<file path="config.mk">
export PLATFORM = sky130hd
export DESIGN_NAME = charger_ship_reset_status_ctrl
export DESIGN_NICKNAME = d
export VERILOG_FILES = /design/src/hw/charger_ship_reset_status_ctrl.v /design/src/hw/i2c_reg_target.v
export VERILOG_INCLUDE_DIRS = /design/src /design/src/hw
export SDC_FILE = /design/constraint.sdc
export NUM_CORES = 1
export LEC_CHECK = 0
export BUFFER_PORTS_ARGS = -buffer_cell sky130_fd_sc_hd__buf_2
export CAP_MARGIN = 20
export CORE_MARGIN = 4
export CORE_UTILIZATION = 35
export CTS_CLUSTER_SIZE = 24
export DETAILED_ROUTE_END_ITERATION = 10
export GPL_ROUTABILITY_DRIVEN = 0
export MAX_ROUTING_LAYER = met4
export SYNTH_ARGS = -nofsm -noshare
export SYNTH_HDL_FRONTEND = slang
export SYNTH_SLANG_ARGS = --single-unit
</file>
<file path="constraint.sdc">
create_clock -name CLK_SYS -period 3 [get_ports CLK_SYS]
set_input_delay 0.3 -clock CLK_SYS [delete_from_list [all_inputs] [get_ports CLK_SYS]]
set_output_delay 0.3 -clock CLK_SYS [all_outputs]
set_load 0.01 [all_outputs]
</file>
<file path="src/hw/charger_supervisor_map.vh">
`ifndef CHARGER_SUPERVISOR_MAP_VH
`define CHARGER_SUPERVISOR_MAP_VH

// Register addresses
`define REG_INPUT_LIMIT 4'h0
`define REG_CTRL0 4'h1
`define REG_CTRL2 4'h6
`define REG_CTRL3 4'h7
`define REG_STATUS0 4'h8
`define REG_FAULT 4'h9
`define REG_CHANGE 4'hA
`define REG_PART 4'hB
`define REG_LAST 4'hC
`define READ_BEYOND 8'hFF
`define TARGET_ADDR 7'h6A

// Field positions
`define BIT_INPUT_HIGH_IMPEDANCE_ENABLE 7
`define BIT_REG_RST 7
`define BIT_OVP_MSB 7
`define BIT_OVP_LSB 6
`define BIT_RST_WVBUS 6
`define BIT_SHIP_REQ 5
`define BIT_SHIP_DLY 3
`define BIT_RST_EN 2
`define BIT_MASK_VINDPM 1
`define BIT_MASK_IINDPM 0

// Reset values
`define RST_REG00 8'h17
`define RST_REG01 8'h1A
`define RST_REG06 8'hC0
`define RST_REG07 8'h0C
`define RST_OTHER 8'h00
`define PART_INFO_DEFAULT 8'h5A

// Charge fault codes
`define FAULT_NONE 2'b00
`define FAULT_INPUT_OV 2'b01
`define FAULT_THERMAL 2'b10
`define FAULT_TIMER 2'b11

// Timing
`define CLK_PERIOD_NS 8
`define NS_PER_US 1000
`define US_PER_MS 1000
`define ALERT_PULSE_US 256
`define BLINK_HALF_MS 500
`define SHIP_ENTRY_DELAY_MS 10000
`define BUTTON_RESET_HOLD_MS 10000
`define SWITCH_OFF_INTERVAL_MS 250
`define SHIP_EXIT_DEGLITCH_MS 1000
`define DEBOUNCE_MS 2

`endif

</file>
<file path="src/hw/charger_ship_reset_status_ctrl.v">
// Functional notes
// [RULE_01] Ship request turns the battery switch off at once or after delay.
// [RULE_02] With adapter, reset-with-input then ship request; ship mode on removal.
// [RULE_03] Ship mode exits on adapter, bit clear, register reset or button.
// [RULE_04] Full system reset only with reset enable 1 and ship request 0.
// [RULE_05] After full system reset all registers hold power-on defaults. Code keeps the high impedance enable bit at its prior value.
// [RULE_06] Button held low: switch off for off interval, then back on.
// [RULE_07] Reset-with-input 1: reset proceeds with adapter, high impedance first. Code enters high impedance in the same cycle the switch opens.
// [RULE_08] Reset-with-input 0: reset waits for button hold and adapter removal.
// [RULE_09] Power up after reset unless high impedance enable was set before.
// [RULE_10] Power good needs all five input qualifications true.
// [RULE_11] Indicator low charging, high idle, 1 Hz blink on suspend.
// [RULE_12] Each qualifying event gives one 256 us active-low alert pulse.
// [RULE_13] Alert events: input good, removal, source, done, faults, limits, top-off.
// [RULE_14] Flags latch until read; no alerts while latched; second read live.
// [RULE_15] Input overvoltage threshold defaults to highest, two-bit select.
// [RULE_16] Input overvoltage stops converter, no high impedance, fault 01, alert.
// [RULE_17] System overvoltage stops converter and enables rail discharge load.
// [RULE_18] Junction regulation: reduce current, no termination, half timer, flag.
// [RULE_19] Thermal shutdown off converter and switch, fault 10, resume at 130C.
// [RULE_20] Battery overvoltage stops switching, sets battery fault, alerts.
// [RULE_21] Discharge overcurrent latches switch off into ship mode.
// [RULE_22] I2C target at 6AH, registers 00h to 0Ch, beyond reads FFh.
// [RULE_23] I2C works at standard and fast rates.
// [RULE_24] Multi-byte access auto-increments the register address.
// [RULE_25] Undefined register address is not acknowledged, target goes idle.
// [RULE_26] Button synchronised and debounced before its low time is measured.
// [RULE_27] Blink and alert width come from internal timebase counters.
`timescale 1ns/10ps
`include "charger_supervisor_map.vh"

module charger_ship_reset_status_ctrl #(
  parameter US_CYCLES = `NS_PER_US / `CLK_PERIOD_NS,
  parameter US_PER_MS = `US_PER_MS,
  parameter ALERT_US = `ALERT_PULSE_US,
  parameter BLINK_HALF_MS = `BLINK_HALF_MS,
  parameter SHIP_DELAY_MS = `SHIP_ENTRY_DELAY_MS,
  parameter HOLD_MS = `BUTTON_RESET_HOLD_MS,
  parameter OFF_MS = `SWITCH_OFF_INTERVAL_MS,
  parameter DEGLITCH_MS = `SHIP_EXIT_DEGLITCH_MS,
  parameter DEBOUNCE_MS = `DEBOUNCE_MS,
  parameter [7:0] PART_INFO = `PART_INFO_DEFAULT // Arbitrary value
) (
  input wire CLK_SYS,
  input wire SYS_RST,
  input wire SCL,
  input wire SDA_IN,
  output wire SDA_OUT,
  output wire SDA_OE,
  input wire PUSH_BUTTON_N,
  input wire VBUS_ABOVE_UVLO,
  input wire VBUS_ABOVE_BAT,
  input wire VBUS_NOT_POOR,
  input wire SOURCE_DETECT_DONE,
  input wire [3:0] INPUT_OV_CMP,
  input wire SYS_OV_CMP,
  input wire BAT_OV_CMP,
  input wire DIE_ABOVE_110,
  input wire DIE_ABOVE_150,
  input wire DIE_BELOW_130,
  input wire DISCHARGE_OC,
  input wire CHARGING,
  input wire CHARGE_DONE,
  input wire TS_FAULT,
  input wire SAFETY_TIMER_FAULT,
  input wire TOPOFF_ACTIVE,
  input wire VINDPM_ACTIVE,
  input wire IINDPM_ACTIVE,
  output reg BATTERY_SWITCH_ON,
  output reg CONVERTER_ENABLE,
  output reg HIZ_MODE,
  output reg SYS_DISCHARGE_EN,
  output reg CHARGE_CURRENT_REDUCE,
  output reg TERMINATION_DISABLE,
  output reg TIMER_HALF_RATE,
  output wire STAT_OUT,
  output reg STAT_OE,
  output wire ALERT_N
);
  localparam SH_ON = 3'd0;
  localparam SH_DELAY = 3'd1;
  localparam SH_OFF_ADAPT = 3'd2;
  localparam SH_SHIP = 3'd3;
  localparam SH_RST_WAIT = 3'd4;
  localparam SH_RST_OFF = 3'd5;
  localparam [15:0] ALERT_CYCLES = ALERT_US * US_CYCLES;
  localparam [9:0] US_LAST = US_CYCLES - 1;
  localparam [9:0] MS_LAST = US_PER_MS - 1;
  localparam [15:0] DLY_LAST = SHIP_DELAY_MS - 1;
  localparam [15:0] HOLD_LAST = HOLD_MS - 1;
  localparam [15:0] OFF_LAST = OFF_MS - 1;
  localparam [15:0] DEGL_LAST = DEGLITCH_MS - 1;
  localparam [15:0] DEB_LAST = DEBOUNCE_MS - 1;
  localparam [15:0] BLINK_LAST = BLINK_HALF_MS - 1;

  // Every pin input except CLK_SYS and SYS_RST passes two flops before use
  wire [23:0] raw = {SCL, SDA_IN, PUSH_BUTTON_N, VBUS_ABOVE_UVLO,
    VBUS_ABOVE_BAT, VBUS_NOT_POOR, SOURCE_DETECT_DONE, INPUT_OV_CMP,
    SYS_OV_CMP, BAT_OV_CMP, DIE_ABOVE_110, DIE_ABOVE_150, DIE_BELOW_130,
    DISCHARGE_OC, CHARGING, CHARGE_DONE, TS_FAULT, SAFETY_TIMER_FAULT,
    TOPOFF_ACTIVE, VINDPM_ACTIVE, IINDPM_ACTIVE};
  reg [23:0] sync1;
  reg [23:0] sync2;
  wire scl_s = sync2[23];
  wire sda_s = sync2[22];
  wire btn_n_s = sync2[21];
  wire adapter = sync2[20];
  wire above_bat = sync2[19];
  wire not_poor = sync2[18];
  wire src_done = sync2[17];
  wire [3:0] ov_cmp = sync2[16:13];
  wire sys_ov = sync2[12];
  wire bat_ov = sync2[11];
  wire hot110 = sync2[10];
  wire hot150 = sync2[9];
  wire cool130 = sync2[8];
  wire dis_oc = sync2[7];
  wire charging = sync2[6];
  wire done = sync2[5];
  wire ts_fault = sync2[4];
  wire tmr_fault = sync2[3];
  wire topoff = sync2[2];
  wire vindpm = sync2[1];
  wire iindpm = sync2[0];

  always @(posedge CLK_SYS) begin
    if (SYS_RST) begin
      sync1 <= 24'hE0_0000;
      sync2 <= 24'hE0_0000;
    end else begin
      sync1 <= raw;
      sync2 <= sync1;
    end
  end

  // Register file and I2C target
  reg [7:0] cfg [0:12];
  reg [7:0] tx_data;
  reg [7:0] fault_latch;
  reg [2:0] chg_latch;
  reg [2:0] state;
  wire [3:0] reg_addr;
  wire wr_en;
  wire [7:0] wr_data;
  wire rd_en;
  integer i;

  i2c_reg_target #(.ADDR(`TARGET_ADDR)) u_target ( // [RULE_23]
    .clk(CLK_SYS),
    .rst(SYS_RST),
    .scl(scl_s),
    .sda(sda_s),
    .tx_data(tx_data),
    .sda_oe(SDA_OE),
    .reg_addr(reg_addr),
    .wr_en(wr_en),
    .wr_data(wr_data),
    .rd_en(rd_en)
  );
  assign SDA_OUT = 1'b0;

  function [7:0] por_value;
    input [3:0] idx;
    begin
      if (idx == `REG_INPUT_LIMIT)
        por_value = `RST_REG00;
      else if (idx == `REG_CTRL0)
        por_value = `RST_REG01;
      else if (idx == `REG_CTRL2)
        por_value = `RST_REG06;
      else if (idx == `REG_CTRL3)
        por_value = `RST_REG07;
      else
        por_value = `RST_OTHER;
    end
  endfunction

  wire input_high_impedance_enable = cfg[`REG_INPUT_LIMIT][`BIT_INPUT_HIGH_IMPEDANCE_ENABLE];
  wire ship_req = cfg[`REG_CTRL3][`BIT_SHIP_REQ];
  wire ship_dly = cfg[`REG_CTRL3][`BIT_SHIP_DLY];
  wire rst_wvbus = cfg[`REG_CTRL3][`BIT_RST_WVBUS];
  wire rst_en = cfg[`REG_CTRL3][`BIT_RST_EN];
  wire [1:0] ovp_sel = cfg[`REG_CTRL2][`BIT_OVP_MSB:`BIT_OVP_LSB];
  wire mask_vin = cfg[`REG_CHANGE][`BIT_MASK_VINDPM];
  wire mask_iin = cfg[`REG_CHANGE][`BIT_MASK_IINDPM];
  wire writable = (reg_addr <= `REG_CTRL3) || (reg_addr == `REG_LAST);
  wire reg_reset = wr_en && reg_addr == `REG_CTRL0 && wr_data[`BIT_REG_RST];

  // Timebase: microsecond and millisecond ticks
  reg [9:0] us_div;
  reg [9:0] ms_div;
  wire us_tick = (us_div == US_LAST);
  wire ms_tick = us_tick && (ms_div == MS_LAST);
  always @(posedge CLK_SYS) begin
    if (SYS_RST) begin
      us_div <= 10'h000;
      ms_div <= 10'h000;
    end else begin
      us_div <= us_tick ? 10'h000 : us_div + 10'h001;
      if (us_tick)
        ms_div <= (ms_div == MS_LAST) ? 10'h000 : ms_div + 10'h001;
    end
  end

  // Button debounce, then low-time measurement
  reg btn_deb_n;
  reg [15:0] deb_ms;
  reg [15:0] low_ms;
  always @(posedge CLK_SYS) begin
    if (SYS_RST) begin
      btn_deb_n <= 1'b1;
      deb_ms <= 16'h0000;
      low_ms <= 16'h0000;
    end else begin
      if (btn_n_s == btn_deb_n)
        deb_ms <= 16'h0000;
      else if (ms_tick && deb_ms == DEB_LAST) begin
        btn_deb_n <= btn_n_s; // [RULE_26]
        deb_ms <= 16'h0000;
      end else if (ms_tick)
        deb_ms <= deb_ms + 16'h0001;
      if (btn_deb_n)
        low_ms <= 16'h0000;
      else if (ms_tick && low_ms != 16'hFFFF)
        low_ms <= low_ms + 16'h0001;
    end
  end
  wire hold_hit = !btn_deb_n && ms_tick && low_ms == HOLD_LAST;
  wire degl_hit = !btn_deb_n && ms_tick && low_ms == DEGL_LAST;

  // Battery switch sequencing
  reg [2:0] next_state;
  reg [15:0] st_ms;
  reg ship_req_q;
  reg adapter_q;
  wire ship_req_fall = ship_req_q && !ship_req;
  wire adapter_rise = adapter && !adapter_q;
  wire adapter_fall = !adapter && adapter_q;
  wire ship_exit = adapter_rise || ship_req_fall || degl_hit; // [RULE_03]
  wire full_reset_done = state == SH_RST_OFF && ms_tick && st_ms == OFF_LAST;
  wire clear_ship = state == SH_SHIP && (adapter_rise || degl_hit);

  always @* begin
    next_state = state;
    case (state)
      SH_ON:
        if (dis_oc)
          next_state = SH_SHIP; // [RULE_21]
        else if (ship_req && (!adapter || rst_wvbus)) // [RULE_02]
          next_state = ship_dly ? SH_DELAY : // [RULE_01]
            (adapter ? SH_OFF_ADAPT : SH_SHIP);
        else if (rst_en && !ship_req && hold_hit) // [RULE_04] [RULE_06]
          next_state = (rst_wvbus || !adapter) ? SH_RST_OFF : // [RULE_07]
            SH_RST_WAIT;
      SH_DELAY:
        if (!ship_req)
          next_state = SH_ON;
        else if (ms_tick && st_ms == DLY_LAST)
          next_state = adapter ? SH_OFF_ADAPT : SH_SHIP; // [RULE_01]
      SH_OFF_ADAPT:
        if (!ship_req)
          next_state = SH_ON;
        else if (!adapter)
          next_state = SH_SHIP; // [RULE_02]
      SH_SHIP:
        if (ship_exit)
          next_state = SH_ON; // [RULE_03] [RULE_21]
      SH_RST_WAIT:
        if (!rst_en || ship_req)
          next_state = SH_ON;
        else if (!adapter)
          next_state = SH_RST_OFF; // [RULE_08]
      SH_RST_OFF:
        if (full_reset_done)
          next_state = SH_ON; // [RULE_06]
      default:
        next_state = SH_ON;
    endcase
  end

  always @(posedge CLK_SYS) begin
    if (SYS_RST) begin
      state <= SH_ON;
      st_ms <= 16'h0000;
      ship_req_q <= 1'b0;
      adapter_q <= 1'b0;
    end else begin
      state <= next_state;
      ship_req_q <= ship_req;
      adapter_q <= adapter;
      if (next_state != state)
        st_ms <= 16'h0000;
      else if (ms_tick)
        st_ms <= st_ms + 16'h0001;
    end
  end

  // Register writes; a full system reset restores defaults except the high impedance enable bit
  always @(posedge CLK_SYS) begin
    if (SYS_RST || reg_reset || full_reset_done) begin
      for (i = 0; i <= 12; i = i + 1)
        cfg[i] <= por_value(i[3:0]); // [RULE_05] [RULE_03]
      if (full_reset_done)
        cfg[`REG_INPUT_LIMIT][`BIT_INPUT_HIGH_IMPEDANCE_ENABLE] <= input_high_impedance_enable; // [RULE_09]
    end else begin
      if (wr_en && writable)
        cfg[reg_addr] <= (reg_addr == `REG_CTRL0) ?
          (wr_data & 8'h7F) : wr_data;
      else if (wr_en && reg_addr == `REG_CHANGE)
        cfg[`REG_CHANGE] <= {6'h00, wr_data[1:0]};
      if (clear_ship)
        cfg[`REG_CTRL3][`BIT_SHIP_REQ] <= 1'b0;
    end
  end

  // Protections
  reg tsd;
  wire input_overvoltage_event = ov_cmp[ovp_sel]; // [RULE_15]
  wire pg = adapter && above_bat && !input_overvoltage_event && not_poor && src_done; // [RULE_10]
  wire [1:0] chg_fault = tsd ? `FAULT_THERMAL : // [RULE_19]
    input_overvoltage_event ? `FAULT_INPUT_OV : // [RULE_16]
    tmr_fault ? `FAULT_TIMER : `FAULT_NONE;
  wire [7:0] fault_now = {2'b00, chg_fault, bat_ov, 2'b00, ts_fault}; // [RULE_20]
  wire suspend = input_overvoltage_event || ts_fault || tmr_fault || sys_ov;

  always @(posedge CLK_SYS) begin
    if (SYS_RST) begin
      tsd <= 1'b0;
      BATTERY_SWITCH_ON <= 1'b1;
      CONVERTER_ENABLE <= 1'b0;
      HIZ_MODE <= 1'b0;
      SYS_DISCHARGE_EN <= 1'b0;
      CHARGE_CURRENT_REDUCE <= 1'b0;
      TERMINATION_DISABLE <= 1'b0;
      TIMER_HALF_RATE <= 1'b0;
    end else begin
      if (hot150)
        tsd <= 1'b1; // [RULE_19]
      else if (cool130)
        tsd <= 1'b0;
      BATTERY_SWITCH_ON <= !tsd && state != SH_OFF_ADAPT &&
        state != SH_SHIP && state != SH_RST_OFF;
      // Full system reset sets high impedance and stops converter in the same cycle the switch opens
      HIZ_MODE <= input_high_impedance_enable || state == SH_RST_OFF; // [RULE_07] [RULE_16]
      CONVERTER_ENABLE <= !(input_high_impedance_enable || state == SH_RST_OFF || input_overvoltage_event ||
        sys_ov || tsd || bat_ov); // [RULE_16] [RULE_17] [RULE_20]
      SYS_DISCHARGE_EN <= sys_ov; // [RULE_17]
      CHARGE_CURRENT_REDUCE <= hot110; // [RULE_18]
      TERMINATION_DISABLE <= hot110;
      TIMER_HALF_RATE <= hot110;
    end
  end

  // Charge indicator: open drain, driven low means "on"
  reg [15:0] blink_ms;
  reg blink;
  assign STAT_OUT = 1'b0;
  always @(posedge CLK_SYS) begin
    if (SYS_RST) begin
      blink_ms <= 16'h0000;
      blink <= 1'b0;
      STAT_OE <= 1'b0;
    end else begin
      if (ms_tick && blink_ms == BLINK_LAST) begin
        blink_ms <= 16'h0000;
        blink <= ~blink; // [RULE_27]
      end else if (ms_tick)
        blink_ms <= blink_ms + 16'h0001;
      STAT_OE <= suspend ? blink : charging; // [RULE_11]
    end
  end

  // Alert events, latched flags and pulse
  reg pg_q;
  reg src_q;
  reg done_q;
  reg topoff_q;
  reg vindpm_q;
  reg iindpm_q;
  reg [7:0] fault_q;
  reg [15:0] alert_cnt;
  wire topoff_evt = topoff != topoff_q;
  wire pg_rise = pg && !pg_q;
  wire src_rise = src_done && !src_q;
  wire event_any = pg_rise || adapter_fall || src_rise || // [RULE_13]
    (done && !done_q) || |(fault_now & ~fault_q) ||
    (vindpm && !vindpm_q && !mask_vin) ||
    (iindpm && !iindpm_q && !mask_iin) || topoff_evt;
  wire latched = |fault_latch || |chg_latch;
  wire rd_fault = rd_en && reg_addr == `REG_FAULT;
  wire rd_change = rd_en && reg_addr == `REG_CHANGE;
  assign ALERT_N = (alert_cnt == 16'h0000);

  always @(posedge CLK_SYS) begin
    if (SYS_RST || full_reset_done) begin
      pg_q <= 1'b0;
      src_q <= 1'b0;
      done_q <= 1'b0;
      topoff_q <= 1'b0;
      vindpm_q <= 1'b0;
      iindpm_q <= 1'b0;
      fault_q <= 8'h00;
      fault_latch <= 8'h00;
      chg_latch <= 3'h0;
      alert_cnt <= 16'h0000;
    end else begin
      pg_q <= pg;
      src_q <= src_done;
      done_q <= done;
      topoff_q <= topoff;
      vindpm_q <= vindpm;
      iindpm_q <= iindpm;
      fault_q <= fault_now;
      // Set wins over the read clear; a read leaves the live state
      fault_latch <= (rd_fault ? 8'h00 : fault_latch) | fault_now; // [RULE_14]
      chg_latch <= (rd_change ? 3'h0 : chg_latch) |
        {pg_rise, topoff_evt, src_rise};
      if (alert_cnt != 16'h0000)
        alert_cnt <= alert_cnt - 16'h0001;
      else if (event_any && !latched)
        alert_cnt <= ALERT_CYCLES; // [RULE_12] [RULE_14]
    end
  end

  // Read data for the target
  always @* begin
    if (reg_addr == `REG_STATUS0)
      tx_data = {charging, done, pg, hot110, tsd, input_overvoltage_event, sys_ov, topoff};
    else if (reg_addr == `REG_FAULT)
      tx_data = fault_latch;
    else if (reg_addr == `REG_CHANGE)
      tx_data = {1'b0, chg_latch, vindpm, iindpm, mask_vin, mask_iin};
    else if (reg_addr == `REG_PART)
      tx_data = PART_INFO;
    else if (reg_addr > `REG_LAST)
      tx_data = `READ_BEYOND; // [RULE_22]
    else
      tx_data = cfg[reg_addr];
  end
endmodule

</file>
<file path="src/hw/i2c_reg_target.v">
`timescale 1ns/10ps
`include "charger_supervisor_map.vh"

module i2c_reg_target #(
  parameter [6:0] ADDR = `TARGET_ADDR
) (
  input wire clk,
  input wire rst,
  input wire scl,
  input wire sda,
  input wire [7:0] tx_data,
  output reg sda_oe,
  output reg [3:0] reg_addr,
  output reg wr_en,
  output reg [7:0] wr_data,
  output reg rd_en
);
  localparam ST_IDLE = 4'd0;
  localparam ST_ADDR = 4'd1;
  localparam ST_ACK_ADDR = 4'd2;
  localparam ST_PTR = 4'd3;
  localparam ST_ACK_PTR = 4'd4;
  localparam ST_WDATA = 4'd5;
  localparam ST_ACK_DATA = 4'd6;
  localparam ST_RDATA = 4'd7;
  localparam ST_MACK = 4'd8;

  reg scl_q;
  reg sda_q;
  reg [3:0] state;
  reg [3:0] bits;
  reg [7:0] shift;
  reg rw;
  reg mack;

  wire scl_rise = scl & ~scl_q;
  wire scl_fall = ~scl & scl_q;
  wire start = scl & scl_q & sda_q & ~sda;
  wire stop = scl & scl_q & ~sda_q & sda;

  always @(posedge clk) begin
    if (rst) begin
      scl_q <= 1'b1;
      sda_q <= 1'b1;
      state <= ST_IDLE;
      bits <= 4'h0;
      shift <= 8'h00;
      rw <= 1'b0;
      mack <= 1'b0;
      sda_oe <= 1'b0;
      reg_addr <= 4'h0;
      wr_en <= 1'b0;
      wr_data <= 8'h00;
      rd_en <= 1'b0;
    end else begin
      scl_q <= scl;
      sda_q <= sda;
      wr_en <= 1'b0;
      rd_en <= 1'b0;
      if (start) begin
        state <= ST_ADDR;
        bits <= 4'h0;
        sda_oe <= 1'b0;
      end else if (stop) begin
        state <= ST_IDLE;
        sda_oe <= 1'b0;
      end else if (scl_rise) begin
        case (state)
          ST_ADDR, ST_PTR, ST_WDATA: begin
            shift <= {shift[6:0], sda};
            bits <= bits + 4'h1;
          end
          ST_MACK: begin
            mack <= ~sda;
            if (~sda)
              reg_addr <= reg_addr + 4'h1; // [RULE_24]
          end
          default: ;
        endcase
      end else if (scl_fall) begin
        case (state)
          ST_ADDR:
            if (bits == 4'h8) begin
              if (shift[7:1] == ADDR) begin // [RULE_22]
                sda_oe <= 1'b1;
                rw <= shift[0];
                state <= ST_ACK_ADDR;
              end else begin
                state <= ST_IDLE;
              end
            end
          ST_ACK_ADDR:
            if (rw) begin
              shift <= tx_data;
              sda_oe <= ~tx_data[7];
              rd_en <= 1'b1;
              bits <= 4'h1;
              state <= ST_RDATA;
            end else begin
              sda_oe <= 1'b0;
              bits <= 4'h0;
              state <= ST_PTR;
            end
          ST_PTR:
            if (bits == 4'h8) begin
              if (shift <= {4'h0, `REG_LAST}) begin
                reg_addr <= shift[3:0];
                sda_oe <= 1'b1;
                state <= ST_ACK_PTR;
              end else begin
                state <= ST_IDLE; // [RULE_25]
              end
            end
          ST_ACK_PTR, ST_ACK_DATA: begin
            if (state == ST_ACK_DATA)
              reg_addr <= reg_addr + 4'h1; // [RULE_24]
            sda_oe <= 1'b0;
            bits <= 4'h0;
            state <= ST_WDATA;
          end
          ST_WDATA:
            if (bits == 4'h8) begin
              wr_en <= 1'b1;
              wr_data <= shift;
              sda_oe <= 1'b1;
              state <= ST_ACK_DATA;
            end
          ST_RDATA:
            if (bits == 4'h8) begin
              sda_oe <= 1'b0;
              state <= ST_MACK;
            end else begin
              sda_oe <= ~shift[6];
              shift <= {shift[6:0], 1'b0};
              bits <= bits + 4'h1;
            end
          ST_MACK:
            if (mack) begin
              shift <= tx_data;
              sda_oe <= ~tx_data[7];
              rd_en <= 1'b1;
              bits <= 4'h1;
              state <= ST_RDATA;
            end else begin
              state <= ST_IDLE;
            end
          default: ;
        endcase
      end
    end
  end
endmodule

</file>
After elaboration in Yosys (flattened, before gate mapping)
Memory sizes are Yosys's and may differ from the RTL's. A register that Yosys moved wholly into a read port is not among the register bits.
Index checks and enable logic that the tools add are counted.
- $add $sub $neg: 9
- magnitude comparators: 4
- equal/unequal tests: 58
- muxes and demuxes: 110
- bitwise gates (word level): 33
- reductions and logical operators: 116
- operator list (operator ; count):
    $mux 8 ; 20
    $mux 4 ; 19
    $add 16x1->16 const B ; 4
    $mux 3 ; 17
    $mux 1 ; 39
    $logic_and 1x1->1 ; 38
    $eq 16x14->1 const B ; 2
    $eq 4x4->1 const B ; 8
    $mux 16 ; 2
    $pmux 4 s7 ; 1
    $logic_or 1x1->1 ; 25
    $pmux 8 s3 ; 1
    $reduce_or 8->1 ; 3
    $reduce_and 7->1 ; 3
    $add 10x1->10 const B ; 2
    $pmux 3 s6 ; 1
    $reduce_and 9->1 ; 2
    $eq 16x1->1 const B ; 1
    $eq 16x10->1 const B ; 1
    $eq 16x8->1 const B ; 1
    $eq 16x9->1 const B ; 1
    $eq 4x3->1 const B ; 4
    $logic_not 1->1 ; 16
    $logic_not 16->1 ; 1
    55 further kinds ; 118
- bits in registers: 222
- memory bits (writable): 104
- bits of input ports: 26
- output and inout port bits: 12
- memories: 1
- memory list (memory ; words ; width ; read ports ; clocked after memory_dff ; write ports ; line ; RTL):
    cfg ; 13 ; 8 ; 5 ; 1 ; 13 ; charger_ship_reset_status_ctrl.v:137 ; reg [7:0] cfg [0:12];

Logic depth before layout (Yosys ltp)
Gate-level depths: netlist (run 1).
An unclocked memory read counts as a cell.
- depth in word-level cells: 18
- mapped depth: 12
- mapped depth without buffers: 9

Cells and area by module
From an unflattened synthesis (run 1), not the netlist that was laid out.
- cell total of the unflattened synthesis: 1434
- area total of the unflattened synthesis: 13945.9 sq um
- by module, submodules not included (module ; instances ; cells each ; area an instance (sq um)):
    charger_ship_reset_status_ctrl ; 1 ; 1171 ; 11747.5
    i2c_reg_target ; 1 ; 263 ; 2198.4

Worst setup path after synthesis (run 1)
OpenSTA, ideal clock, no wires.
- path type: flip-flop to flip-flop
- start: reg us_div[0]
- end: mem cfg[13][0] (enable)
- arrival: 2.765 ns
- required time: 2.723 ns
- setup slack: -0.042 ns
- stages on the path, launching flop included: 13
- path buffers: 3
- period minus slack after synthesis: 3.042 ns
- cells stage by stage: dfxtp_1 > inv_1 > ha_1 > or4b_4 > or3_1 > buf_2 > o41ai_4 > a41oi_1 > buf_2 > and3_1 > and3_1 > clkbuf_1 > and2_1
- RTL lines (what ; line ; RTL):
    from (decl) ; charger_ship_reset_status_ctrl.v:190 ; reg [9:0] us_div;
    from (signal assigned) ; charger_ship_reset_status_ctrl.v:199 ; us_div <= us_tick ? 10'h000 : us_div + 10'h001;
    to (decl) ; charger_ship_reset_status_ctrl.v:137 ;

Final worst setup path (run 1)
- start: reg alert_cnt[5]
- end: out ALERT_N
- longest elaborated chain between the ends: 1
- ends and longest elaborated chain (what ; line ; RTL):
    from (decl) ; charger_ship_reset_status_ctrl.v:381 ; reg [15:0] alert_cnt;
    from (signal assigned) ; charger_ship_reset_status_ctrl.v:419 ; alert_cnt <= alert_cnt - 16'h0001;
    $logic_not 16->1 ; charger_ship_reset_status_ctrl.v:392 ; assign ALERT_N = (alert_cnt == 16'h0000);
    to (decl) ; charger_ship_reset_status_ctrl.v:78 ; output wire ALERT_N
No other way between the ends.

==> results of run 1 <==
-- power by group --
part / leakage, nW / internal (W) / switching, W / total, W
Sequential: 2.96 / 0.00507 / 0.000138 / 0.00521
Combinational: 2.98 / 0.000522 / 0.000589 / 0.00111
Clock: 0.607 / 0.00286 / 0.00191 / 0.00477
Total: 6.55 / 0.00845 / 0.00264 / 0.0111
-- state kept, by name, indices dropped and copies added (netlist names), 8 cells and up, named ones only --
| register | cells |
|---|---|
| sync2 | 24 |
| cfg | 128 |
| low_ms | 16 |
| ms_div | 10 |
| us_div | 10 |
| u_target.wr_data | 8 |
| alert_cnt | 16 |
| deb_ms | 16 |
| sync1 | 24 |
| blink_ms | 16 |
| st_ms | 16 |
| u_target.shift | 8 |
-- worst min path at each step --
| stage | start | endpoint |
|---|---|---|
| 2_1_floorplan | sync1[21]$_SDFF_PP1_ | sync2[21]$_SDFF_PP1_ |
| 3_5_place_dp | sync1[23]$_SDFF_PP1_ | sync2[23]$_SDFF_PP1_ |
| 5_1_grt | VBUS_ABOVE_UVLO | sync1[20]$_SDFF_PP0_ |
| 6_report | VBUS_ABOVE_UVLO | sync1[20]$_SDFF_PP0_ |
| 4_1_cts | VBUS_ABOVE_UVLO | sync1[20]$_SDFF_PP0_ |
| 3_3_place_gp | sync1[22]$_SDFF_PP1_ | sync2[22]$_SDFF_PP1_ |
-- cell type report --
cell class,count,share of cell area
tap,585,0.0401
inverter,56,0.0122
multi-input combinational,1026,0.370
sequential,346,0.449
clock inverter,22,0.0160
timing repair buffer,137,0.0600
clock buffer,43,0.0531
-- metal layers --
metal  vias to the layer above  GRT usage
met3                        55     0.0267
met2                       339      0.243
met5                         -          -
met4                         0     0.0424
li1                       5456          -
met1                      5303      0.220
-- kinds of logic (layout without fill, tap and decap cells) --
group,count (synthesis),after routing
AOI/OAI and AO/OA,177,177
xor gates and xnor gates,81,81
adders and majority gates,20,20
buffers and inverters,130,258
DFF,346,346
muxes,61,61
other,1,33
and+or+nand+nor,654,654
-- cell usage after synthesis, types with 33 or more instances --
library cell,n
sky130_fd_sc_hd__inv_1,55
sky130_fd_sc_hd__clkbuf_1,51
sky130_fd_sc_hd__xnor2_1,54
sky130_fd_sc_hd__nor3_1,48
sky130_fd_sc_hd__edfxtp_1,127
sky130_fd_sc_hd__dfxtp_1,219
sky130_fd_sc_hd__nand2_1,102
sky130_fd_sc_hd__nor2_1,187
sky130_fd_sc_hd__nor2b_1,63
sky130_fd_sc_hd__and2_1,33
sky130_fd_sc_hd__a21oi_1,58
sky130_fd_sc_hd__nand3_1,35
sky130_fd_sc_hd__and3_1,37
sky130_fd_sc_hd__mux4_2,33
-- what timing repair did --
item / in CTS / in global routing
buffers inserted: 5 / 2
pin swaps: 3 / 4
hold buffers: 22 / 0
endpoints found under the hold margin: 22 / 0
setup endpoints to repair: 1 / 66
resized for setup: 5 / 16
-- worst max-delay path, cell delays in order (launching register included) --
cell                       delay, ns
sky130_fd_sc_hd__dfxtp_2        0.32
sky130_fd_sc_hd__or4_4          0.54
sky130_fd_sc_hd__or4_4          0.43
sky130_fd_sc_hd__or3_4          0.35
sky130_fd_sc_hd__or3_4          0.38
sky130_fd_sc_hd__clkinv_8       0.06
sky130_fd_sc_hd__buf_6          0.09
-- stage by stage --
stage | cell area, sq um | TNS, ns | total power, W | utilization | std cells
after global placement | 16700 | 0 | 0.00625 | 0.386 | 2121
after floorplan | 15400 | -0.451 | 0.00601 | - | 1502
final | 18300 | -0.0130 | 0.0111 | 0.423 | 2215
after global routing | 18300 | -0.224 | 0.0116 | 0.423 | 2215
after CTS | 18200 | -0.0278 | 0.0112 | 0.422 | 2213
after detailed placement | 16700 | 0 | 0.00628 | 0.386 | 2121
==> results.txt, run 1 <==
The final hold violation count was 0; the clock transition time at the flip-flop clock pins of the worst setup and hold paths was 0.06 ns. The first global-routing pass estimated 58900 um of wire. The highest attainable clock frequency is 332 MHz, and the path depth of the worst reg2reg path is 10.

CTS saw 346 sinks. The checks that failed: setup timing. The final antenna-violating net count was 0; the worst setup slack after placement was 0.0480 ns. IR analysis of the VDD net gives a maximum drop of 0.503 mV. In this run the critical register-to-register path is captured at cfg[12][1]$_SDFFCE_PN0P_. Synthesized-area fraction occupied by xor and xnor cells: 0.0464.

The via count normalized by instance count is 5.04. In the detailed route, the total length drawn on met3 is 2420 um. The library cells used most frequently in the layout, excluding fill and tap cells, are sky130_fd_sc_hd__dfxtp_1 (217), sky130_fd_sc_hd__nor2_1 (187), sky130_fd_sc_hd__edfxtp_1 (127).

The root buffer cell was sky130_fd_sc_hd__clkbuf_16. Yosys mapped a number of flops with a built-in enable equal to 127. By area the synthesized netlist is led by sky130_fd_sc_hd__dfxtp_1 (29%), sky130_fd_sc_hd__edfxtp_1 (25%), sky130_fd_sc_hd__mux4_2 (4.9%). The origin of the critical flop-to-flop path was us_div[0]$_SDFF_PP0_. Summing all flip-flop and latch instances after layout gives 8200 sq um. The tools report the routed metal-1 wire length as 16700 um. Final worst-path cycle share: 1.00. On the final layout, the worst hold slack is 0.00724 ns.

The clock reaches the later pin of the worst-skew pair after 0.54 ns. During synthesis, Yosys emitted a total of 0 warnings. The synthesized design contains 346 register bits. In this run the worst hold path is classified as in -> reg.

The tools report the worst slew margin relative to its limit as 0.525. In the routed design, unresolved DRC markers number 0. The floorplan step defined a die boundary enclosing 47100 sq um.

In this run the static leakage power is 6.55 nW. The share of synthesized cell area in full adder, half adder and majority cells was 0.0164. The worst setup path is captured at an output pin. The prevailing post-synth register cell is sky130_fd_sc_hd__dfxtp_1. The height of the die is 217 um, and the detailed-routing iteration count for the pre-antenna-repair pass is 5.

The netlist uses 77 different library cells. The largest fanout on the critical path is 3. STA puts the critical path data arrival time at 2.71 ns.

The final-layout fill cell count came out at 4146. At the end of the flow, the number of nets in the layout was 1650. For the amount of wire on met2 after detailed routing, the log shows 16500 um. Of all cell types, the one taking the most synthesized area is sky130_fd_sc_hd__dfxtp_1.

The depth of the worst hold-timing path was 2. The run gives -0.0130 ns as the setup slack after layout. The top layer reached by signal wires was met4. TritonCTS built the clock tree.

The first routing iteration left 962 violations. The gate count after technology mapping was 1470. Across all register-to-register paths, the minimum setup slack is 0.13 ns.

After global routing the overflow that remains totals 0. The worst setup path endpoint was ALERT_N. In this run the deepest clock path goes through 3 buffers.

By startpoint and endpoint, the worst setup path is classified as reg -> out. Multi-input gate area in the final layout: 6760 sq um. The placement row count came out at 76. Setup repair after global routing could not meet its margin everywhere. The share of synthesized area spent on multiplexers is 0.0672. The critical path starts at alert_cnt[5]$_SDFFE_PP0P_. The area added between synthesis and finish is 19.4%, and the fraction of final layout cells sized beyond drive strength 1 is 0.163.

For the via count, the log shows 11200. Data on the critical path is required at its endpoint by 2.70 ns. In the final routed layout, each cell accounts on average for 16.5 um. The startpoint type of the worst setup path is a flip-flop.

For the number of antenna violations at the first check in global routing, the log shows 2. Largest family of logic cells by synthesized area: simple AND/OR/NAND/NOR gates. For this block, the routed nets add up to 36400 um of wire. Boundary pin count: 38.

Final critical path time including I/O delays and setup: 3.01 ns. The fraction of registers with async set/reset is 0. The library cell used most frequently in the layout, excluding fill and tap cells, is sky130_fd_sc_hd__dfxtp_1. Detailed placement finished with a half-perimeter wire length of 25400 um. The number of buffers added on ports is 35. The via count of the first global-routing pass came out at 10700. For the maximum clock skew at final layout, the log shows 0.0142 ns. The run gives 0 as the number of antenna diodes. The starting density of the core was 0.354; the area share of the leading cell type in the synthesized netlist was 0.287.

The run gives 15300 sq um as the summed instance area of the synthesized netlist. The final number of setup-violating endpoints is 1. Average footprint of a synthesized cell: 10.4 sq um.

The overall die width was 217 um; the sequential area share after synthesis was 0.536. The worst-margin pin slew is 0.706 ns. The run finished, with violations left.

The largest net degree at the start of global routing is 105. The count of max-cap constraint violations is 0, and the post-synthesis compound-gate area fraction is 0.0780. In this run the number of H-tree levels came out at 2.

The total routing resource utilization after global routing was 0.158; the count of final max-slew check failures was 0. The CTS buffer count was 37. Dividing total power by cell area gives a power density of 607 nW/um^2. The post-synthesis share of cell area spent on and, or, nand and nor gates works out to 0.221.

The floorplan step defined a core boundary enclosing 43200 sq um.
Note: power is estimated with default switching activity, not from simulation.
==> run 2, diff against run 1 <==
==> constraint.sdc (replaced) <==
create_clock -name CLK_SYS -period 3 [get_ports CLK_SYS]
set_input_delay 0 -clock CLK_SYS [delete_from_list [all_inputs] [get_ports CLK_SYS]]
set_output_delay 0 -clock CLK_SYS [all_outputs]
set_load 0.01 [all_outputs]
==> run 2 against run 1 <==
  * The run now ends clean
  * Sequential share of layout area shrank 0.080 points
  * Combinational power shrank 6%
  * Via count shrank 0.18%
  * Cell count is essentially flat
  * Critical path depth grew 1
  * Register-to-register slack is essentially flat
  * First-iteration DRC count shrank 24%
  * Die area is the same
  * Total power grew 0.77%
  * Cell area grew 0.18%
  * Highest routed layer unchanged
==> results.txt, run 2 (synthesis results as in run 1) <==
The flow ran to the end, and the final reports show no timing, DRC or antenna violations. For the final antenna-violating net count, the log shows 0 (unchanged). The combined buffer and inverter count along the critical path works out to 3 (+1). The delay of the slowest cell on the worst path was 0.54 ns (about the same). The most numerous cell type found on the critical path is sky130_fd_sc_hd__or4_4.

The logs give 728 (-24%) for the number of DRC markers in iteration 0 and 6750 sq um (-0.11%) for the multi-input gate area in the final layout. The number of flip-flops under the largest register name was 128 (unchanged). Register name with the most flops: cfg.

The logs give 0.354 (unchanged) for the starting density of the core and 25800 um (+1.7%) for the half-perimeter wire length of the detailed placement result. For the largest net degree at the start of global routing, the log shows 63 (-40%). The share of the core filled with cells was 0.424 (+0.000754); the maximum clock skew at final layout was 0.0205 ns (+0.00622 ns).

The run gives 0.429 mV (-15%) as the worst vdd rail ir drop. The worst hold slack was 0.0290 ns (+0.0218 ns); the count of final max-slew check failures was 0 (unchanged). The run gives 6.58 nW (+0.52%) as the leakage dissipation. The worst setup path is launched from a flip-flop. Standard cell with the maximum stage delay on the critical path: sky130_fd_sc_hd__or4_4. The standard cell core area was 43200 sq um (unchanged); the cell total after placement was 2122 (+0.047%).

The detailed-routing iteration count for the pre-antenna-repair pass was 7 (+2). Largest fanout on the critical path: 9 (+6). The root buffer cell chosen for the clock tree is sky130_fd_sc_hd__clkbuf_16. The final critical path time including I/O delays and setup came out at 2.90 ns (-0.118 ns). Critical path capture point type: an output pin.

The level count of the clock H-tree was 2 (unchanged); the total wire length after detailed routing was 36600 um (+0.29%). Clock sink total: 346 (unchanged). The path depth of the worst reg2reg path is 9 (-1), and the count of max-cap constraint violations is 0 (unchanged). The logs give 76 (unchanged) for the placement row count and 3 (unchanged) for the buffer levels on the longest clock path.

The worst setup path is of the reg -> out kind. The height of the die came out at 217 um (unchanged). The overall die width works out to 217 um (unchanged). The kind of cell adding the most delay to the critical path is simple AND/OR/NAND/NOR gates. The number of buffers added on ports was 35 (unchanged); the total routing resource utilization after global routing was 0.161 (+0.00278). The depth of the worst hold-timing path was 3 (+1); the final hold violation count was 0 (unchanged). TritonCTS built the clock tree. The via count normalized by instance count is 5.03 (-0.13%). The most frequent standard cell in the layout excluding fill and tap cells was sky130_fd_sc_hd__dfxtp_1. The register cell area after layout is 8200 sq um (unchanged).

The area of the die is 47100 sq um (unchanged), and the clock transition time at the flip-flop clock pins of the worst setup and hold paths is 0.06 ns (about the same). The worst-margin pin slew is 0.844 ns (+0.138 ns), and the final number of setup-violating endpoints is 0 (-1). The largest registers in the layout are cfg (128), sync1 (24), sync2 (24). The fraction of final layout cells sized beyond drive strength 1 was 0.162 (-0.000514); the total DRC errors in the routed layout was 0 (unchanged).

The highest attainable clock frequency came out at 345 MHz (+4.1%). The total number of nets in the final design is 1648 (-0.12%). Total power per unit cell area: 610 nW/um^2 (+0.59%). The tools report the worst slew margin relative to its limit as 0.432 (-0.0923). The top cell types in the final layout, fill and taps aside, are sky130_fd_sc_hd__dfxtp_1 (217), sky130_fd_sc_hd__nor2_1 (187), sky130_fd_sc_hd__edfxtp_1 (127). The final worst-path cycle share is 0.965 (-0.0392). CTS buffer count: 38 (+2.7%).

The number of antenna violations at the first check in global routing was 1 (-1). The tools report the residual overflow from global routing as 0 (unchanged). The number of logic stages on the critical path including buffering is 7 (+1). The logs give 59600 um (+1.3%) for the wire length of the first global-routing pass and 4097 (-1.2%) for the final-layout fill cell count. The number of non-filler instances in the completed layout is 2214 (-0.045%), and the boundary pin count is 38 (unchanged). The via count is 11100 (-0.18%), and the via count of the first global-routing pass is 10900 (+1.5%). The run gives 0.55 ns (about the same) as the source-to-sink clock delay at the later pin of the worst-skew pair.

The number of antenna diodes is 0 (unchanged), and the area added between synthesis and finish is 19.7%. The signal on the critical path passes through or4_4 -> or4_4 -> or3_4 -> or3_1 -> buf_6 -> clkinv_8 -> buf_4. The average routed wire per standard cell is 16.5 um (+0.34%), and the critical path required time is 3.00 ns (+0.30 ns).

The worst hold path belongs to the class in -> reg. Worst endpoint data arrival time: 2.90 ns (+0.19 ns).
[run 2: final timing paths]
kind                             start                  endpoint  slack (ns)
max          alert_cnt[5]$_SDFFE_PP0P_                   ALERT_N        0.10
max reg2reg     ms_div[1]$_SDFFE_PP0N_  cfg[12][5]$_SDFFCE_PN0P_        0.14
min reg2reg       sync1[23]$_SDFF_PP1_      sync2[23]$_SDFF_PP1_        0.43
min                            SYS_RST      adapter_q$_SDFF_PP0_        0.03
[run 2: layout make-up]
class	count	area share
clock inverters	21	0.0135
multi-input cells	1026	0.369
clock buffers	46	0.0593
inverters	56	0.0122
flip-flops and latches	346	0.448
repair buffers	134	0.0582
well taps	585	0.0400
[run 2: through the flow]
stage / setup WS [ns] / setup TNS [ns] / instance area, sq um / total power, W
2_1_floorplan: -0.0282 / -0.451 / 15400 / 0.00601
3_3_place_gp: 0.110 / 0 / 16700 / 0.00624
3_5_place_dp: 0.0410 / 0 / 16700 / 0.00627
4_1_cts: 0.0257 / 0 / 18200 / 0.0113
5_1_grt: -0.0242 / -0.0374 / 18300 / 0.0116
6_report: 0.105 / 0 / 18300 / 0.0112
[run 2: where the power goes]
group / total, W / leakage (nW) / switching (W) / internal, W
registers: 0.00522 / 2.96 / 0.000147 / 0.00507
clock network: 0.00492 / 0.653 / 0.00191 / 0.00301
logic: 0.00104 / 2.97 / 0.000563 / 0.000474
[run 2: per-layer routing]
layer | global-route usage | part of all wire
met1 | 0.219 | 0.46
met2 | 0.239 | 0.45
met3 | 0.0335 | 0.058
met4 | 0.0602 | 0.033
met5 | - | 0
[run 2: worst reg2reg max path, cell delays in order (launching register included)]
cell and delay, ns:
sky130_fd_sc_hd__dfxtp_1 0.35, sky130_fd_sc_hd__ha_1 0.20, sky130_fd_sc_hd__nand2_1 0.10, sky130_fd_sc_hd__or3_1 0.55, sky130_fd_sc_hd__o41ai_4 0.51, sky130_fd_sc_hd__a41oi_1 0.13, sky130_fd_sc_hd__and3_1 0.22, sky130_fd_sc_hd__and3_1 0.23
sky130_fd_sc_hd__buf_4 0.17, sky130_fd_sc_hd__and2_1 0.15
[run 2: timing repair]
action / CTS / global route
hold endpoints to repair: 24 / 0
setup endpoints to repair: 1 / 71
pin swaps: 1 / 2
resized for setup: 4 / 14
setup buffers: 1 / 0
hold buffers: 24 / 0
==> run 3, diff against run 2 <==
--- a/config.mk
+++ b/config.mk
@@ -8,12 +8,15 @@
 export LEC_CHECK = 0
 export BUFFER_PORTS_ARGS = -buffer_cell sky130_fd_sc_hd__buf_2
 export CAP_MARGIN = 20
+export CELL_PAD_IN_SITES_DETAIL_PLACEMENT = 0
+export CELL_PAD_IN_SITES_GLOBAL_PLACEMENT = 1
 export CORE_MARGIN = 4
 export CORE_UTILIZATION = 35
 export CTS_CLUSTER_SIZE = 24
 export DETAILED_ROUTE_END_ITERATION = 10
 export GPL_ROUTABILITY_DRIVEN = 0
 export MAX_ROUTING_LAYER = met4
+export PLACE_DENSITY_LB_ADDON = 0.1
 export SYNTH_ARGS = -nofsm -noshare
 export SYNTH_HDL_FRONTEND = slang
 export SYNTH_SLANG_ARGS = --single-unit
==> constraint.sdc (replaced) <==
create_clock -name CLK_SYS -period 3 [get_ports CLK_SYS]
set_input_delay 0.15 -clock CLK_SYS [delete_from_list [all_inputs] [get_ports CLK_SYS]]
set_output_delay 0.15 -clock CLK_SYS [all_outputs]
set_load 0.01 [all_outputs]
==> run 3 against run 2 <==
  * Global-route usage increased by 1.1 points
  * Combinational power increased by 5%
  * Fmax decreased by 1.5%
  * Setup slack got worse by 0.043 ns
  * Critical path type unchanged
  * Critical endpoint unchanged
  * Total power increased by 0.62%
  * Cell count increased by 0.45%
  * Cell area increased by 0.23%
  * First-iteration DRC count increased by 0.27%
  * Via count decreased by 1.5%
  * Routed wire length increased by 6.4%
  * Sequential power about the same
==> results.txt, run 3 (synthesis results as in run 1) <==
The number of DRC markers in iteration 0 came out at 730 (+0.27%). Switching power share of the total: 0.237 (+0.00296). Total negative slack: 0 ns (unchanged).

The final hold violation count came out at 0 (unchanged). Number of buffers added on ports: 35 (unchanged). The number of antenna diodes is 0 (unchanged), and the via count normalized by instance count is 4.93 (-1.9%). Critical path capture point type: an output pin. The level count of the clock H-tree was 2 (unchanged). The largest fanout on the critical path came out at 9 (unchanged).

For the final antenna-violating net count, the log shows 0 (unchanged). The final number of setup-violating endpoints came out at 0 (unchanged). The critical hold path startpoint is SYS_RST. The worst hold-check path type is in -> reg. The tools report the placement row count as 76 (unchanged). The logs give 0.425 (+0.000956) for the share of the core filled with cells and 2.79 ns (-0.11 ns) for the worst endpoint data arrival time. The launching instance or port of the critical path was alert_cnt[5]$_SDFFE_PP0P_.

The final worst-path cycle share was 0.979 (+0.0144); the total power per unit cell area was 613 nW/um^2 (+0.39%). The residual overflow from global routing was 0 (unchanged); the area added between synthesis and finish was 19.9%. The most frequent standard cell in the layout excluding fill and tap cells is sky130_fd_sc_hd__dfxtp_1. The area of the die was 47100 sq um (unchanged); the standard cell core area was 43200 sq um (unchanged). The total DRC errors in the routed layout is 0 (unchanged).

For the internal cell power, the log shows 0.00857 W (+0.23%). The average routed wire per standard cell was 17.5 um (+5.9%). In the layout the commonest cells are sky130_fd_sc_hd__dfxtp_1 (216), sky130_fd_sc_hd__nor2_1 (187), sky130_fd_sc_hd__edfxtp_1 (127).

The tools report the startpoint type of the worst setup path as a flip-flop. For the boundary pin count, the log shows 38 (unchanged). The source-to-sink clock delay at the later pin of the worst-skew pair is 0.56 ns (about the same). The logs give 0.463 (-0.004) for the sequential group share of total power and 346 (unchanged) for the clock sink total. The endpoint identified for the worst register-to-register timing path is cfg[4][3]$_SDFFCE_PN0P_. For the logic gate share of total power, the log shows 0.097 (+0.004).

The run gives 0.354 (unchanged) as the starting density of the core. The tools report the CTS buffer count as 41 (+7.9%). The worst-margin pin slew came out at 0.854 ns (+0.00953 ns). The largest registers in the layout are cfg (128), sync1 (24), sync2 (24). The half-perimeter wire length of the detailed placement result came out at 27200 um (+5.6%). The total routing resource utilization after global routing was 0.172 (+0.0109); the maximum clock skew at final layout was 0.0244 ns (+0.00395 ns). The height of the die was 217 um (unchanged); the critical path required time was 2.85 ns (-0.15 ns). Worst vdd rail ir drop: 0.390 mV (-9.0%).

The run finished with clean final reports. The final critical path time including I/O delays and setup works out to 2.94 ns (+0.0431 ns). The total number of nets in the final design was 1654 (+0.36%); the reported net switching power was 0.00267 W (+1.9%). The tools report the buffer levels on the longest clock path as 3 (unchanged). The startpoint identified for the worst register-to-register timing path is us_div[0]$_SDFF_PP0_. The largest net degree at the start of global routing was 105 (+67%). The register with the most flip-flops in the final layout is cfg. The tools report the number of non-filler instances in the completed layout as 2224 (+0.45%). TritonCTS built the clock tree.

The fraction of final layout cells sized beyond drive strength 1 works out to 0.160 (-0.00221). Wire length of the first global-routing pass: 62900 um (+5.4%). The startpoint-to-endpoint class of the critical path was reg -> out.

The tree is rooted in a sky130_fd_sc_hd__clkbuf_16. The path depth of the worst reg2reg path was 9 (unchanged). The depth of the worst hold-timing path works out to 3 (unchanged). The worst slew margin relative to its limit was 0.426 (-0.00641); the post-layout instance area was 18300 sq um (+0.23%).

The leakage dissipation is 6.60 nW (+0.31%). The count of max-cap constraint violations was 0 (unchanged). The detailed-routing iteration count for the pre-antenna-repair pass was 5 (-2); the post-place instance area was 16700 sq um (about the same).

The clock transition time at the flip-flop clock pins of the worst setup and hold paths works out to 0.06 ns (about the same). The number of flip-flops under the largest register name is 128 (unchanged). Setup repair after global routing left no endpoint under its margin.

The total wire length after detailed routing is 38900 um (+6.4%), and the clock share of power is 0.440 (about the same). The highest attainable clock frequency is 340 MHz (-1.5%). The via count is 11000 (-1.5%), and the cell total after placement is 2123 (+0.047%).

For the number of antenna violations at the first check in global routing, the log shows 0 (-1). Final-layout fill cell count: 4244 (+3.6%). Count of final max-slew check failures: 0 (unchanged). The worst hold slack was 0.138 ns (+0.109 ns); the register-to-register setup slack was 0.14 ns (about the same). The path with the worst hold slack has its endpoint at ms_div[0]$_SDFFE_PP0N_. The overall die width came out at 217 um (unchanged).

Via count of the first global-routing pass: 11100 (+1.9%).
[run 3: cell types whose count changed in the layout (fill, tap and decap cells not counted), sizes merged]
| cell | delta |
|---|---|
| clkinv | -5 |
| buf | +3 |
| clkbuf | +16 |
| inv | +2 |
| bufinv | -4 |
| clkinvlp | -2 |
[run 3: what timing repair did]
action / CTS / global route
resized for setup: 4 / 11
pin swaps: 3 / 2
buffers inserted: 4 / 0
endpoints found under the setup margin: 1 / 41
hold endpoints to repair: 24 / 0
hold buffers: 24 / 0
[run 3: worst max-delay path by stage]
stage | depth (start not counted) | to | slack [ns]
floorplan | 12 | cfg[13][0]$_DFFE_PP_ | -0.03
detailed placement | 11 | st_ms[6]$_SDFFE_PP0N_ | 0.02
global placement | 9 | cfg[12][5]$_SDFFCE_PN0P_ | 0.12
CTS | 7 | ALERT_N | 0.003
global route | 10 | st_ms[3]$_SDFFE_PP0N_ | 0.0001
finish | 6 | ALERT_N | 0.06
[run 3: final cells by class]
type                       instances  area [sq um]  area share
clock buffer                      62          1260      0.0687
timing repair buffer             137          1090      0.0593
clock inverter                    12          95.1     0.00518
sequential                       346          8200       0.447
multi-input combinational       1026          6750       0.368
tap                              585           732      0.0399
inverter                          56           223      0.0121
[run 3: routing by layer]
layer,GRT usage,wire length (um),vias up
met3,0.0254,1400,54
met4,0.0445,769,0
li1,-,-,5468
met5,-,0,-
met1,0.225,17800,5300
met2,0.283,18900,149
[run 3: power by group through the flow]
stage / clock network [W] / registers [W] / logic [W]
after floorplan: 0 / 0.00526 / 0.000742
after CTS: 0.00510 / 0.00521 / 0.00111
after global placement: 0 / 0.00531 / 0.000976
after global routing: 0.00535 / 0.00523 / 0.00122
final: 0.00495 / 0.00521 / 0.00109
after detailed placement: 0 / 0.00531 / 0.000988
[run 3: critical path, stage by stage, from the launching register on]
cell and delay (ns):
sky130_fd_sc_hd__dfxtp_2 0.31, sky130_fd_sc_hd__or4_4 0.54, sky130_fd_sc_hd__or4_4 0.43, sky130_fd_sc_hd__or3_4 0.39, sky130_fd_sc_hd__or3_4 0.38, sky130_fd_sc_hd__clkinv_8 0.09
sky130_fd_sc_hd__buf_6 0.10
[run 3: metrics by stage]
step / power [W] / setup WS [ns]
floorplan: 0.00601 / -0.0282
global placement: 0.00628 / 0.120
detailed placement: 0.00629 / 0.0196
CTS: 0.0114 / 0.00304
global route: 0.0118 / 0.000134
finish: 0.0112 / 0.0616
